===== src/logic/fso_pkg.sv =====
package fso_pkg;
	// Clock and logic execution cycle
	localparam int          CLK_PERIOD_NS    = 8;
	localparam int          LOGIC_CYCLE_NS   = 4000;
	localparam int          LOGIC_CYCLE_CLKS = LOGIC_CYCLE_NS / CLK_PERIOD_NS;
	localparam int          TICK_W           = $clog2(LOGIC_CYCLE_CLKS);
	localparam logic [TICK_W-1:0] TICK_LAST  = TICK_W'(LOGIC_CYCLE_CLKS - 1);

	// Module I/O width
	localparam int          NUM_IO        = 8;
	localparam int          SEL_W         = 3;
	localparam int          CNT_W         = 4;

	// Input count limits per variant
	localparam logic [CNT_W-1:0] MIN_INPUTS     = 4'h1;
	localparam logic [CNT_W-1:0] MAX_INPUTS     = 4'h8;
	localparam logic [CNT_W-1:0] MAX_INPUTS_BYP = 4'h7;

	// Bypass switch-on delay in logic cycles
	localparam int          BYP_CNT_W     = 2;
	localparam logic [BYP_CNT_W-1:0] BYP_ON_CYCLES = 2'h3;

	// Standard application response after bypass withdrawal, in logic cycles
	localparam int          GRACE_W       = 3;
	localparam logic [GRACE_W-1:0] APP_RESP_CYCLES = 3'h4;

	// Reset values
	localparam logic [NUM_IO-1:0] PHYS_RST = 8'h00;
endpackage : fso_pkg


===== src/logic/fast_shutoff.sv =====
`timescale 1ns/1ps
// Function
// - The plain variant takes one to eight monitored inputs and the bypass variant one to seven.
// - The bypass variant works like the plain one except that one input slot is the bypass.
// - All monitored inputs and the shut-off output belong to this one I/O module.
// - The shut-off output is any output of this module not yet claimed by another instance.
// - A stop condition switches the physical output off directly, not tied to the logic cycle.
// - In the plain variant no downstream logic can prevent or delay the shut-off once triggered.
// - The selected physical output is dropped at once and downstream logic for it is ignored.
// - Stop is the inverse of the OR of two zone ANDs, and an unused second zone stays off.
// - While the bypass is effective a stop condition switches off neither output.
// - The bypass takes effect only after being high for three consecutive logic cycles.
// - With the bypass qualified the block output stays 1 and the physical output stays high.
// - After bypass withdrawal with a stop present, outputs drop only after the normal response.
// - The bypass input is not on the fast path and may come from logic or another module.
module fast_shutoff
	import fso_pkg::*;
(
	input  wire logic              clk_sys,
	input  wire logic              resetn,
	input  wire logic [NUM_IO-1:0] mon_in,
	input  wire logic              bypass_in,
	input  wire logic              bypass_variant,
	input  wire logic [CNT_W-1:0]  input_count,
	input  wire logic [NUM_IO-1:0] zone1_mask,
	input  wire logic [NUM_IO-1:0] zone2_mask,
	input  wire logic [SEL_W-1:0]  out_sel,
	input  wire logic [NUM_IO-1:0] claimed_outputs,
	input  wire logic [NUM_IO-1:0] downstream_in,
	output logic                   shutoff_out,
	output logic [NUM_IO-1:0]      phys_out,
	output logic                   bypass_active,
	output logic                   cfg_err
);

	logic [TICK_W-1:0]    tick_cnt_ff;
	logic                 tick_ff;
	logic [BYP_CNT_W-1:0] byp_cnt_ff;
	logic                 byp_eff_ff;
	logic [GRACE_W-1:0]   grace_ff;
	logic                 shutoff_ff;
	logic [NUM_IO-1:0]    phys_ff;
	logic                 byp_hold_ff;
	logic                 cfg_err_ff;
	logic [NUM_IO-1:0]    used_mask;
	logic [NUM_IO-1:0]    z1_sel;
	logic [NUM_IO-1:0]    z2_sel;
	logic                 zone1_ok;
	logic                 zone2_ok;
	logic                 stop_cond;
	logic                 count_ok;
	logic                 cfg_ok;
	logic                 byp_hold;
	logic                 fast_off;
	logic [BYP_CNT_W-1:0] nxt_byp_cnt;

	// Logic execution cycle enable
	always_ff @(posedge clk_sys) begin
		if (!resetn) begin
			tick_cnt_ff <= '0;
			tick_ff     <= 1'b0;
		end else begin
			tick_ff     <= (tick_cnt_ff == TICK_LAST);
			tick_cnt_ff <= (tick_cnt_ff == TICK_LAST) ? '0 : tick_cnt_ff + 1'b1;
		end
	end

	// Only the first input_count slots of this module are monitored
	always_comb begin
		used_mask = '0;
		for (int i = 0; i < NUM_IO; i++) begin
			if (CNT_W'(i) < input_count) begin
				used_mask[i] = 1'b1;
			end
		end
	end

	// Bypass slot leaves one fewer monitored input
	assign count_ok = (input_count >= MIN_INPUTS) &&
		(input_count <= (bypass_variant ? MAX_INPUTS_BYP : MAX_INPUTS));
	assign cfg_ok   = count_ok && !claimed_outputs[out_sel];

	// An empty zone counts as deactivated, never as satisfied
	assign z1_sel    = zone1_mask & used_mask;
	assign z2_sel    = zone2_mask & used_mask;
	assign zone1_ok  = (|z1_sel) && (&(mon_in | ~z1_sel));
	assign zone2_ok  = (|z2_sel) && (&(mon_in | ~z2_sel));
	assign stop_cond = !(zone1_ok || zone2_ok);

	assign byp_hold = byp_eff_ff || (grace_ff != '0);
	// Raw inputs drive this with no wait for a tick; bad configuration fails safe
	assign fast_off = !cfg_ok || (stop_cond && !byp_hold);

	assign nxt_byp_cnt = (byp_cnt_ff == BYP_ON_CYCLES) ? byp_cnt_ff : byp_cnt_ff + 1'b1;

	// Bypass qualification, sampled only at logic cycles
	always_ff @(posedge clk_sys) begin
		if (!resetn) begin
			byp_cnt_ff <= '0;
			byp_eff_ff <= 1'b0;
		end else if (tick_ff) begin
			if (bypass_in && bypass_variant) begin
				byp_cnt_ff <= nxt_byp_cnt;
				byp_eff_ff <= (nxt_byp_cnt == BYP_ON_CYCLES);
			end else begin
				byp_cnt_ff <= '0;
				byp_eff_ff <= 1'b0;
			end
		end
	end

	// Withdrawn bypass keeps the fast path off for the standard response time
	always_ff @(posedge clk_sys) begin
		if (!resetn) begin
			grace_ff <= '0;
		end else if (tick_ff) begin
			if (byp_eff_ff && !(bypass_in && bypass_variant)) begin
				grace_ff <= APP_RESP_CYCLES;
			end else if (grace_ff != '0) begin
				grace_ff <= grace_ff - 1'b1;
			end
		end
	end

	// Block output
	always_ff @(posedge clk_sys) begin
		if (!resetn) begin
			shutoff_ff <= 1'b0;
		end else if (fast_off) begin
			shutoff_ff <= 1'b0;
		end else if (tick_ff) begin
			shutoff_ff <= 1'b1;
		end
	end

	// Physical outputs; only the selected one is on the fast path
	for (genvar g = 0; g < NUM_IO; g++) begin : g_phys
		always_ff @(posedge clk_sys) begin
			if (!resetn) begin
				phys_ff[g] <= PHYS_RST[g];
			end else if (out_sel == SEL_W'(g) && fast_off) begin
				phys_ff[g] <= 1'b0;
			end else if (tick_ff) begin
				if (out_sel == SEL_W'(g)) begin
					phys_ff[g] <= byp_hold || downstream_in[g];
				end else begin
					phys_ff[g] <= downstream_in[g];
				end
			end
		end
	end

	always_ff @(posedge clk_sys) begin
		if (!resetn) begin
			byp_hold_ff <= 1'b0;
			cfg_err_ff  <= 1'b0;
		end else begin
			byp_hold_ff <= byp_hold;
			cfg_err_ff  <= !cfg_ok;
		end
	end

	assign shutoff_out   = shutoff_ff;
	assign phys_out      = phys_ff;
	assign bypass_active = byp_hold_ff;
	assign cfg_err       = cfg_err_ff;

	// Checks
	a_tick_spacing: assert property (@(posedge clk_sys) disable iff (!resetn)
		tick_ff |=> !tick_ff)
		else $error("logic cycle enable repeated");
	a_fast_block_off: assert property (@(posedge clk_sys) disable iff (!resetn)
		(cfg_ok && stop_cond && !byp_hold) |=> !shutoff_out)
		else $error("block output not off after stop");
	a_fast_phys_off: assert property (@(posedge clk_sys) disable iff (!resetn)
		(cfg_ok && stop_cond && !byp_hold) |=> !phys_out[$past(out_sel)])
		else $error("physical output not off after stop");
	a_byp_three_cyc: assert property (@(posedge clk_sys) disable iff (!resetn)
		$rose(byp_eff_ff) |-> ($past(byp_cnt_ff) == 2'h2) && $past(tick_ff))
		else $error("bypass qualified too early");
	a_byp_keeps_on: assert property (@(posedge clk_sys) disable iff (!resetn)
		(byp_eff_ff && cfg_ok && shutoff_out) |=> shutoff_out)
		else $error("bypassed output dropped");
	a_byp_phys_high: assert property (@(posedge clk_sys) disable iff (!resetn)
		(tick_ff && byp_eff_ff && cfg_ok && $stable(out_sel)) |=> phys_out[out_sel])
		else $error("physical output low under bypass");
	a_grace_load: assert property (@(posedge clk_sys) disable iff (!resetn)
		$fell(byp_eff_ff) |-> (grace_ff == APP_RESP_CYCLES))
		else $error("response delay not loaded on withdrawal");
	a_zone_clear_on: assert property (@(posedge clk_sys) disable iff (!resetn)
		(tick_ff && !fast_off) |=> shutoff_out)
		else $error("block output not restored");
	a_bad_cfg_off: assert property (@(posedge clk_sys) disable iff (!resetn)
		!cfg_ok |=> (!shutoff_out && cfg_err))
		else $error("invalid configuration not safe");
	a_plain_no_byp: assert property (@(posedge clk_sys) disable iff (!resetn)
		(tick_ff && !bypass_variant) |=> (byp_cnt_ff == '0))
		else $error("plain variant counted a bypass");
	a_short_byp: assert property (@(posedge clk_sys) disable iff (!resetn)
		(tick_ff && !(bypass_in && bypass_variant)) |=> !byp_eff_ff)
		else $error("bypass kept without request");
	a_grace_count: assert property (@(posedge clk_sys) disable iff (!resetn)
		(tick_ff && !byp_eff_ff && (grace_ff != '0)) |=> (grace_ff == $past(grace_ff) - 1'b1))
		else $error("response delay not counting down");
	a_byp_flag_lag: assert property (@(posedge clk_sys) disable iff (!resetn)
		$past(resetn) |-> (bypass_active == $past(byp_hold)))
		else $error("bypass flag does not follow hold");
	a_cfg_flag_lag: assert property (@(posedge clk_sys) disable iff (!resetn)
		$past(resetn) |-> (cfg_err == !$past(cfg_ok)))
		else $error("configuration flag does not follow check");

	c_fast_trip: cover property (@(posedge clk_sys) disable iff (!resetn)
		shutoff_out ##1 !shutoff_out);
	c_byp_qualify: cover property (@(posedge clk_sys) disable iff (!resetn)
		$rose(byp_eff_ff) && stop_cond);
	c_grace_expire: cover property (@(posedge clk_sys) disable iff (!resetn)
		(grace_ff == 3'h1) && tick_ff && stop_cond);
	c_plain_ignore: cover property (@(posedge clk_sys) disable iff (!resetn)
		tick_ff && bypass_in && !bypass_variant);

endmodule : fast_shutoff


===== config.mk =====
export PLATFORM = sky130hd
export DESIGN_NAME = fast_shutoff
export DESIGN_NICKNAME = d
export VERILOG_FILES = /design/src/logic/fso_pkg.sv /design/src/logic/fast_shutoff.sv
export SDC_FILE = /design/constraint.sdc
export NUM_CORES = 1
export LEC_CHECK = 0
export BUFFER_PORTS_ARGS = -buffer_cell sky130_fd_sc_hd__buf_4
export CAP_MARGIN = 20
export CORE_ASPECT_RATIO = 0.75
export CORE_MARGIN = 2
export CORE_UTILIZATION = 52
export DETAILED_ROUTE_END_ITERATION = 8
export PLACE_DENSITY = 0.84
export SKIP_LAST_GASP = 1
export SLEW_MARGIN = 20
export SYNTH_ARGS = -nofsm -noshare
export SYNTH_HDL_FRONTEND = slang
export SYNTH_SLANG_ARGS = --single-unit

===== constraint.sdc =====
create_clock -name clk_sys -period 6.1 [get_ports clk_sys]
set_clock_uncertainty 0.05 [all_clocks]
set_input_delay 0.915 -clock clk_sys [delete_from_list [all_inputs] [get_ports clk_sys]]
set_output_delay 0.915 -clock clk_sys [all_outputs]
set_load 0.02 [all_outputs]

# --- Word level (Yosys, flattened, before mapping) ---
# Cells that the tools add are included.
totals:
  regBits: 27
  input_bits: 51
  out_inout_bits: 11
  word_cells: 120
op_classes:
  reduce_logical: 49
  muxes: 24
  bitwise_logic: 7
  n_eq_ne: 10
  addsub: 3
  n_lt_le_gt_ge: 11
op_table:
  columns: ["operator", "count"]
  rows:
  - ["$reduce_or 2->1", 10]
  - ["$mux 1", 18]
  - ["$and 8x8->8", 2]
  - ["$lt 3x4->1 const A", 4]
  - ["$not 8->8", 2]
  - ["$or 8x8->8", 2]
  - ["$reduce_and 8->1", 2]
  - ["$reduce_or 8->1", 2]
  - ["$logic_and 1x1->1", 15]
  - ["$eq 3x3->1 const B", 4]
  - ["$logic_or 1x1->1", 11]
  - ["$add 9x1->9 const B", 1]
  - ["$eq 9x9->1 const B", 1]
  - ["$lt 1x4->1 const A", 2]
  - ["$lt 2x4->1 const A", 2]
  - ["$eq 3x2->1 const B", 2]
  - ["$mux 3", 2]
  - ["$logic_not 1->1", 5]
  - ["$eq 2x2->1 const B", 2]
  - ["$ge 4x1->1 const B", 1]
  - ["$le 4x4->1", 1]
  - ["$lt 3x4->1 const B", 1]
  - ["$mux 2", 2]
  - ["$mux 4", 1]
  - ["9 further kinds", 9]

# --- Logic depth before layout (Yosys ltp) ---
# Gate-level depths: netlist of the first run.
logic_depth:
  word_depth: 13
  depth_mapped: 9
  ltp_nobuf: 9

# --- Worst setup path before layout of the first run ---
# No wires, ideal clock.
synth_path:
  path_type: "input-to-reg"
  from: "in input_count[1]"
  to: "reg phys_ff[7] (netlist: phys_out[7])"
  setup_time_ns: 0.077
  stages: 8
  t_arrival_ns: 2.559
  setup_slack_ns: 3.414
  path_buffers: 1
  required_ns: 5.973
  path_cell_list: "buf_6 -> a211oi_2 -> nor2_1 -> a221o_1 -> a221oi_2 -> a32oi_2 -> or3_4 -> a41oi_2"
synth_via:
  elab_chain_cells: 13
  word_cells_on_any_way: 39
  cone_classes: "order compare: 10; mux: 8; bitwise: 6; reduce/logical: 15"
synth_lines:
  columns: ["element", "line", "text"]
  rows:
  - ["from (decl)", "fast_shutoff.sv:24", "input wire logic [CNT_W-1:0] input_count,"]
  - ["$lt 1x4->1, or another cell as far along", "fast_shutoff.sv:72", "if (CNT_W'(i) < input_count) begin"]
  - ["$mux 1", "fast_shutoff.sv:72", null]
  - ["$and 8x8->8, on equally long branches", "fast_shutoff.sv:84, fast_shutoff.sv:85", null]
  - ["$not 8->8, on equally long branches", "fast_shutoff.sv:86, fast_shutoff.sv:87", null]
  - ["$or 8x8->8, on equally long branches", "fast_shutoff.sv:86, fast_shutoff.sv:87", null]
  - ["$reduce_and 8->1, on equally long branches", "fast_shutoff.sv:86, fast_shutoff.sv:87", null]
  - ["$logic_and 1x1->1, on equally long branches", "fast_shutoff.sv:86, fast_shutoff.sv:87", null]
  - ["$logic_or 1x1->1", "fast_shutoff.sv:88", "assign stop_cond = !(zone1_ok || zone2_ok);"]
  - ["$logic_not 1->1", "fast_shutoff.sv:88", null]
  - ["$logic_and 1x1->1", "fast_shutoff.sv:92", "assign fast_off = !cfg_ok || (stop_cond && !byp_hold);"]
  - ["$logic_or 1x1->1 *", "fast_shutoff.sv:92", null]
  - ["$logic_and 1x1->1 *", "fast_shutoff.sv:141", "end else if (out_sel == SEL_W'(g) && fast_off) begin"]
  - ["$reduce_or 2->1 (no line) *", null, null]
  - ["to (signal, indexed assignment)", "fast_shutoff.sv:140", "phys_ff[g] <= PHYS_RST[g];"]
  - ["to (signal, indexed assignment)", "fast_shutoff.sv:145", "phys_ff[g] <= byp_hold || downstream_in[g];"]
  - ["to (signal, indexed assignment)", "fast_shutoff.sv:147", "phys_ff[g] <= downstream_in[g];"]
  - ["to (decl)", "fast_shutoff.sv:42", "logic [NUM_IO-1:0] phys_ff;"]
# Mark *: on every way between the ends. The rest lies on a longest branch, timed or not.
# A chain may end at the register's enable or synchronous reset.

# --- Worst setup path after layout of the first run ---
# Same ends and word-level chain as after synthesis.

==> qor.yml, run 1 <==
port_buffers: 61
track_usage_pct: 23.31
r2r-end: "phys_out[0]"
instances_no_fill: 314
critPathBufInv: 1
synthCells: 220
post-route-period-util_pct: 43.71
ys_seq_area_share_pct: 30.97
grt_pass1_vias: 1622
ctsResizeCount: 0
crit_fanout: 17
routed_wl_um: 4432
final_nets: 333
clockRootBuffer: "clkbuf_8"
crit_path_end_kind: "flip-flop"
cts_tree: "yes"
netlist_area_um2: 1745
r2r-start: "grace_ff[0]"
ant_nets: 0
max_freq_mhz: 375.0
crit_arrival_ns: 2.82
register_area_um2: 540.5
clockBufferDepth: 2
drive_above_1_share_pct: 26.64
hold_path_end: "tick_cnt_ff[0]"
crit_chain: "buf_4, ha_1, nor2b_1, o21a_1, o21a_1, o21ai_0, nand2b_1, or3_4, a41oi_2"
fillers: 262
via_per_inst: 5.850
diodes: 0
dp_hpwl_um: 3435
setup_viol: 0
via_count: 1837
postCtsHoldBufs: 0
dieArea_um2: 3841
powerDensity_nw_per_um2: 163.3
drt-initial-drc-count: 159
worstHoldStart: "tick_cnt_ff[0]"
crit_path_frequent_cell: "o21a_1"
synth_fp_nets: 278
slew_headroom_pct: 46.39
tightest_slew_ns: 0.8030
initial_utilization_pct: 53.82
antenna_found_initial: 0
rr_worst_depth: 9
grt_pass1_wl_um: 7155
status: "completed"
synthTopCellsByCount: "a21oi_1, dfxtp_1, nor2_1"
die_w_um: 70.90
grt_max_degree: 27
clk_latency_ns: 0.27
cts_max_level: 1
maxCapViolCount: 0
die_h_um: 54.18
synthArstFlopShare_pct: 0
dp.cells: 310
gr-usage-met2_pct: 40.34
fin_tns_setup_ns: 0
critPathKind: "input port to flip-flop"
wl_per_cell_um: 14.11
crit_family: "compound AO/OA/AOI/OAI gates"
slowest_delay_ns: 0.42
synth.largest_area_cell: "dfxtp_1"
period_needed_ns: 2.666
cts_setup_buffers: 0
slew_violations: 0
crit_required_ns: 6.25
cpMaxStageDelayCell: "or3_4"
grt_use_met1_pct: 31.19
yosys.area.top_type_share_pct: 30.97
hold_viol: 0
busiest_layer: "met2"
clkSlewWorstSetupHoldPaths_ns: 0.09
drc: 0
firstDrtPassIters: 4
irDropWorstVdd_v: 0.0001687
cp-start-kind: "input port"
synth_edf_count: 0
ys_top_cells_by_area: "dfxtp_1, a21oi_1, nor2_1, ha_1, o21ai_0"
rsz0062_at_grt: "false"
synth_ff_type: "dfxtp_1"
cts_buffers: 3
ys_warn_count: 0
num_rows: 18
holdCritPathClass: "flip-flop to flip-flop"
leakage_nw: 0.9206
boundaryPins: 62
grt_overflow: 0
ys_ff_latch: 27
gp_congestion: 0.8739
synthToLayoutAreaGrowth_pct: 28.82
holdPathStages: 1
rrSetupSlack_ns: 3.53
syn_avg_cell_area_um2: 7.934
yosysUniqueCellTypes: 47
grt.met3_usage_pct: 3.933
multi_input_area_um2: 1101
power_mw: 0.3673
cts_sinks: 27
coreArea_um2: 3243
-- cell usage in the layout (no fill, tap or decap), types with 2 or more instances in the layout --
master    count
a211oi_1      2
a21oi_1      27
a221o_1       2
a22o_1        2
a31oi_1       5
and2_1        2
and3_1        2
buf_4        61
clkbuf_8      3
dfxtp_1      27
ha_1          7
inv_1        13
mux4_2        2
nand2_1      12
nand2b_1      3
nand3_1       3
nand4_1       3
nor2_1       27
nor2b_1       5
nor3_1        3
nor3b_1       6
o211ai_1      5
o21a_1        3
o21ai_0      15
o22ai_1       4
o31a_1        4
xnor2_1       5
xor2_1        2
-- logic make-up (layout without fill, tap and decap cells) --
logic type,Yosys count,after routing,synth area share (%)
AND/OR/NAND/NOR,71,71,20.50
multiplexers,3,3,3.154
adder cells (fa/ha/maj),8,8,5.591
flip-flops,27,27,30.97
AO/OA/AOI/OAI,79,79,30.32
XOR/XNOR,7,7,3.513
buffers and inverters,25,79,5.950
-- layout make-up --
| type | count | area share [%] |
|---|---|---|
| Multi-Input combinational cell | 168 | 48.97 |
| Clock buffer | 3 | 1.836 |
| Timing Repair Buffer | 61 | 20.37 |
| Sequential cell | 27 | 24.04 |
| Inverter | 14 | 2.337 |
| Clock inverter | 1 | 0.2226 |
| Tap cell | 40 | 2.226 |
-- per-stage QoR --
step | hold WS, ns | area, um2 | util [%] | setup WS [ns]
3_5_place_dp | 0.3894 | 2202 | 67.90 | 3.190
6_report | 0.3978 | 2248 | 69.33 | 3.434
2_1_floorplan | 0.3632 | 1745 | - | 3.414
5_1_grt | 0.4382 | 2248 | 69.33 | 3.349
3_3_place_gp | 0.3799 | 2202 | 67.90 | 3.144
4_1_cts | 0.4016 | 2248 | 69.33 | 3.463
-- sequential cells by signal, indices dropped and copies added, names as in the netlist --
register,count
tick_cnt_ff,9
phys_out,8
grace_ff,3
byp_cnt_ff,2
byp_eff_ff,1
bypass_active,1
cfg_err,1
shutoff_out,1
tick_ff,1
-- worst max path at each step --
stage	start	end	cells past startpoint
after floorplan	input_count[1]	phys_out[7]	8
after global placement	input_count[1]	phys_out[7]	8
after detailed placement	input_count[1]	phys_out[7]	8
after CTS	input_count[1]	phys_out[7]	9
after global routing	input_count[1]	phys_out[7]	9
final	input_count[1]	phys_out[7]	9
-- per-layer routing --
| layer | routed length [um] | vias up |
|---|---|---|
| li1 | - | 911 |
| met1 | 2097 | 850 |
| met5 | 0 | - |
| met2 | 2030 | 72 |
| met4 | 34 | 0 |
| met3 | 269 | 4 |
-- power breakdown --
part	internal, mW	switching [mW]
Clock	0.0457	0.0544
Sequential	0.179	0.00148
Combinational	0.0444	0.0428
Total	0.269	0.0986
Note: power is estimated with default switching activity, not from simulation.
==> run 2, diff against run 1 <==
ABC_AREA = 1   (was unset)
CORE_UTILIZATION = 49   (was 52)
PLACE_DENSITY = 0.8   (was 0.84)
clock period = 2.6 ns   (was 6.1 ns; I/O delays follow)
==> run 2 against run 1 <==
Via count up 2.3%. Final cell count rose by 18%. Utilization down 1.7 points. First-iteration DRC count fell by 8.2%. Area after synthesis fell by 3.7%. Critical path depth is the same. Clock power increased by 130%. Sequential power rose by 130%. Sequential cell count stayed put. Critical endpoint unchanged. Highest routed layer unchanged.
==> qor.yml, run 2 <==
slew_headroom_pct: 71.86  # +25 points
holdCritPathClass: "input port to flip-flop"
yosys.area.top_type_share_pct: 32.14  # +1.2 points
setup_viol: 0  # unchanged
ys_ff_latch: 27  # unchanged
max_freq_mhz: 582.8
synth_fp_nets: 327  # +18%
clockRootBuffer: "clkbuf_8"
crit_path_end_kind: "flip-flop"
track_usage_pct: 21.29  # -2.0 points
crit_fanout: 9  # -8
drc: 0  # unchanged
ant_nets: 0  # unchanged
dieArea_um2: 3921  # +2.1%
ys_seq_area_share_pct: 32.14  # +1.2 points
synthToLayoutAreaGrowth_pct: 32.22
port_buffers: 61  # unchanged
critPathKind: "input port to flip-flop"
grt_overflow: 0  # unchanged
cts_sinks: 27  # unchanged
fin_tns_setup_ns: 0  # unchanged
maxCapViolCount: 0  # unchanged
multi_input_area_um2: 1001  # -9.1%
mostFrequentLayoutCell: "nand2_1"
via_per_inst: 5.067  # -13%
synth_edf_count: 0  # unchanged
gp_congestion: 0.8464  # -3.1%
place_area_um2: 2177  # -1.1%
final_design_area_no_fill_um2: 2223  # -1.1%
die_w_um: 71.65  # +1.1%
irDropWorstVdd_v: 0.0002736  # +62%
ctsResizeCount: 0  # unchanged
period_needed_ns: 1.716
leakage_nw: 1.101  # +20%
grt_pass1_wl_um: 6575  # -8.1%
firstDrtPassIters: 4  # unchanged
boundaryPins: 62  # unchanged
netlist_area_um2: 1682  # -3.7%
grt_max_degree: 19  # -30%
coreArea_um2: 3288  # +1.4%
syn_avg_cell_area_um2: 6.251  # -21%
drt-initial-drc-count: 146  # -8.2%
num_rows: 18  # unchanged
fin_ws_ns: 0.8842  # -2.549 ns
ys_warn_count: 0  # unchanged
routed_wl_um: 4171  # -5.9%
antenna_found_initial: 0  # unchanged
yosysUniqueCellTypes: 24  # -49%
crit_arrival_ns: 1.87  # -0.95 ns
pre_cts_ws_ns: 0.6255  # -2.564 ns
final_cell_mix: "nand2_1, buf_4, nor2_1"
synth_ff_type: "dfxtp_1"
fillers: 300  # +15%
diodes: 0  # unchanged
dp_hpwl_um: 3380  # -1.6%
synth.largest_area_cell: "dfxtp_1"
wl_per_cell_um: 11.24  # -20%
synthCells: 269  # +22%
clk_latency_ns: 0.27  # about the same
slew_violations: 0  # unchanged
synthArstFlopShare_pct: 0  # unchanged
cts_buffers: 3  # unchanged
powerDensity_nw_per_um2: 375.2  # +130%
grt_pass1_vias: 1518  # -6.4%
rsz0062_at_grt: "false"
initial_utilization_pct: 51.14  # -2.7 points
post-route-util_pct: 67.62  # -1.7 points
clkSlewWorstSetupHoldPaths_ns: 0.09  # about the same
hold_viol: 0  # unchanged
via_count: 1880  # +2.3%
tightest_slew_ns: 0.4195  # -0.3835 ns
crit_required_ns: 2.75  # -3.50 ns
clockBufferDepth: 2  # unchanged
final_nets: 390  # +17%
cts_tree: "yes"
yosysMostFrequentCell: "nand2_1"
register_area_um2: 540.5  # unchanged
postCtsHoldBufs: 0  # unchanged
power_mw: 0.8343  # +130%
synthTopCellsByCount: "nand2_1, nor2_1, inv_1"
cp-start-kind: "input port"
post-route-period-util_pct: 65.99
status: "completed"
drive_above_1_share_pct: 22.05  # -4.6 points
cts_setup_buffers: 0  # unchanged
ys_top_cells_by_area: "dfxtp_1, nand2_1, a21oi_1, nor2_1, inv_1"
cts_max_level: 1  # unchanged
registers.top_by_ff_count: "tick_cnt_ff"
largest_reg_flops: 9  # unchanged
die_h_um: 54.74  # +1.0%
-- run 2: metrics by stage --
stage / hold WS [ns] / std cells
final: 0.3725 / 371
after global routing: 0.3709 / 371
after CTS: 0.3643 / 371
after detailed placement: 0.3922 / 367
after global placement: 0.3847 / 367
after floorplan: 0.3675 / 269
-- run 2: critical path, stage by stage --
cell      delay [ns]
buf_4           0.13
ha_1            0.32
a21oi_1         0.16
o211ai_1        0.10
o21ai_0         0.11
nand2_1         0.08
a21oi_1         0.22
nand2_2         0.18
a21oi_1         0.18
-- run 2: final cells by class --
class	instances	area share (%)
multi-input combinational	205	45.02
sequential	27	24.31
timing repair buffer	61	20.60
inverter	34	5.740
tap	40	2.251
clock buffer	3	1.857
clock inverter	1	0.2251
-- run 2: where the power goes --
part	internal (mW)	switching (mW)	leakage, nW
sequential	0.419	0.00276	0.218
combinational	0.0878	0.0942	0.858
clock	0.107	0.124	0.0255
total	0.614	0.221	1.10
-- run 2: final timing paths --
kind                            cells past startpoint            from        endpoint  slack [ns]
worst max-delay path                                9  bypass_variant     phys_out[7]        0.88
worst min-delay path                                3          resetn     phys_out[2]        0.37
worst max register to register                      9     grace_ff[0]     phys_out[7]        1.00
worst min register to register                      1  tick_cnt_ff[0]  tick_cnt_ff[0]        0.40
-- run 2: layer usage --
layer | GRT usage [%] | vias to the layer above | routed length [um] | part of all wire [%]
li1 | - | 1001 | - | -
met1 | 30.09 | 810 | 2134 | 51
met2 | 34.72 | 67 | 1704 | 41
met3 | 4.236 | 2 | 311 | 7.5
met4 | 2.830 | 0 | 21 | 0.50
met5 | 0 | - | 0 | 0
-- run 2: logic make-up after synthesis --
family | after synthesis | share of synthesized area, %
AND/OR/NAND/NOR | 144 | 36.91
AO/OA/AOI/OAI | 52 | 16.37
buffers and inverters | 37 | 8.333
flip-flops | 27 | 32.14
adder cells (fa/ha/maj) | 7 | 5.208
XOR/XNOR | 2 | 1.042
==> run 3, diff against run 2 <==
ABC_AREA = 0   (was 1)
CORE_UTILIZATION = 50   (was 49)
PLACE_DENSITY = 0.81   (was 0.8)
clock period = 1.6 ns   (was 2.6 ns; I/O delays follow)
==> run 3 against run 2 <==
The flow now finishes with violations (setup timing). Clock-buffer cell count stayed put. Non-clock buffer count grew 32. Utilization up 10 points. Total power rose by 77%. Critical endpoint is now phys_out[0].
==> qor.yml, run 3 (synthesis results as in run 1) <==
pre_cts_ws_ns: -0.5211  # -1.147 ns
antenna_found_initial: 0  # unchanged
slew_headroom_pct: 67.30  # -4.6 points
diodes: 0  # unchanged
holdPathStages: 2  # -1
maxCapViolCount: 0  # unchanged
drive_above_1_share_pct: 39.22  # +17 points
via_count: 1995  # +6.1%
gp_congestion: 0.9156  # +8.2%
dieArea_um2: 3984  # +1.6%
worstHoldStart: "out_sel[2]"
boundaryPins: 62  # unchanged
fin_ws_ns: -0.3023  # -1.186 ns
setup_viol: 10  # +10
drt-initial-drc-count: 137  # -6.2%
power_mw: 1.476  # +77%
whs_ns: 0.2030  # -0.1695 ns
leakage_nw: 1.094  # -0.67%
rrSetupSlack_ns: -0.30  # -1.30 ns
final_nets: 365  # -6.4%
post-route-util_pct: 77.74  # +10 points
clk_latency_ns: 0.27  # about the same
crit_arrival_ns: 2.02  # +0.15 ns
slew_violations: 0  # unchanged
violations: "setup timing"
coreArea_um2: 3311  # +0.69%
powerDensity_nw_per_um2: 573.5  # +53%
grt_max_degree: 16  # -3
die_w_um: 72.23  # +0.81%
clkSlewWorstSetupHoldPaths_ns: 0.09  # about the same
ant_nets: 0  # unchanged
clockBufferDepth: 2  # unchanged
fin_tns_setup_ns: -2.106  # -2.106 ns
hold_path_end: "phys_out[6]"
max_freq_mhz: 525.7
cts_sinks: 27  # unchanged
r2r-start: "grace_ff[0]"
holdCritPathClass: "input port to flip-flop"
cts_tree: "yes"
post-route-period-util_pct: 118.9
fillers: 243  # -19%
dp_hpwl_um: 3947  # +17%
routed_wl_um: 5087  # +22%
crit_fanout: 4  # -5
crit_required_ns: 1.72  # -1.03 ns
num_rows: 18  # unchanged
rsz0062_at_grt: "true"
status: "complete, but fails checks"
wl_per_cell_um: 14.70  # +31%
dp.cells: 338  # -7.9%
grt_overflow: 0  # unchanged
crit_path_end_kind: "flip-flop"
instances_no_fill: 346  # -6.7%
irDropWorstVdd_v: 0.0007820  # +190%
period_needed_ns: 1.902
drc: 0  # unchanged
clockRootBuffer: "clkbuf_8"
firstDrtPassIters: 4  # unchanged
final_design_area_no_fill_um2: 2574  # +16%
largest_reg_flops: 9  # unchanged
cp-start-kind: "flip-flop"
via_per_inst: 5.766  # +14%
initial_utilization_pct: 52.72  # +1.6 points
hold_viol: 0  # unchanged
critPathKind: "flip-flop to flip-flop"
tightest_slew_ns: 0.4898  # +0.07032 ns
final_cell_mix: "buf_4, a21oi_1, nor2_1"
port_buffers: 61  # unchanged
rr_worst_depth: 9  # unchanged
cts_max_level: 1  # unchanged
grt_pass1_vias: 1813  # +19%
die_h_um: 55.17  # +0.79%
cts_buffers: 3  # unchanged
mostFrequentLayoutCell: "buf_4"
place_area_um2: 2462  # +13%
postCtsHoldBufs: 0  # unchanged
registers.top_by_ff_count: "tick_cnt_ff"
track_usage_pct: 26.49  # +5.2 points
r2r-end: "phys_out[0]"
synthToLayoutAreaGrowth_pct: 47.46
grt_pass1_wl_um: 8155  # +24%
## run 3: cell types whose count changed in the layout (fill, tap and decap cells not counted), moves of 6 or more
cell     before  now
nor3b_1       0    6
nor2_1       36   26
nand3_1      24    3
buf_4        61   92
nand2_1      67   11
inv_1        33   10
## run 3: what timing repair did
action	in CTS	in global routing
resized for setup	5	3
endpoints found under the setup margin	10	16
pin swaps	9	1
hold endpoints to repair	0	0
buffers inserted	4	1
## run 3: per-layer routing
layer | wire length [um] | GRT usage [%] | share of wire (%)
met1 | 2364 | 37.54 | 46
met2 | 2258 | 42.66 | 44
met3 | 416 | 5.435 | 8.2
met4 | 48 | 4.088 | 0.94
met5 | 0 | 0 | 0
## run 3: cell type report
class,count,area [um2],area share [%]
flip-flops and latches,27,543.0,21.10
well taps,40,50.05,1.945
clock buffers,3,41.29,1.604
inverters,14,60.06,2.333
repair buffers,93,701.9,27.27
multi-input cells,168,1172,45.55
clock inverters,1,5.005,0.1945
## run 3: worst max path at each step
stage	start	to	cells past startpoint
6_report	grace_ff[0]	phys_out[0]	9
5_1_grt	grace_ff[0]	phys_out[0]	9
4_1_cts	grace_ff[0]	phys_out[0]	9
3_5_place_dp	input_count[1]	phys_out[5]	9
3_3_place_gp	input_count[0]	phys_out[4]	8
2_1_floorplan	input_count[1]	phys_out[0]	7
## run 3: power by group
group | internal [mW] | leakage [nW] | switching, mW
clock network | 0.175 | 0.0255 | 0.216
registers | 0.681 | 0.219 | 0.00587
logic | 0.211 | 0.849 | 0.187
total | 1.07 | 1.09 | 0.409
## run 3: worst max-delay path, cell delays in order (launching register included)
cell and delay, ns:
dfxtp_2 0.33, inv_2 0.07, ha_4 0.14, nand2b_4 0.06, nor2_4 0.11, o2111ai_2 0.11
o31a_1 0.27, a32oi_2 0.26, nor3_4 0.08, o41a_1 0.30
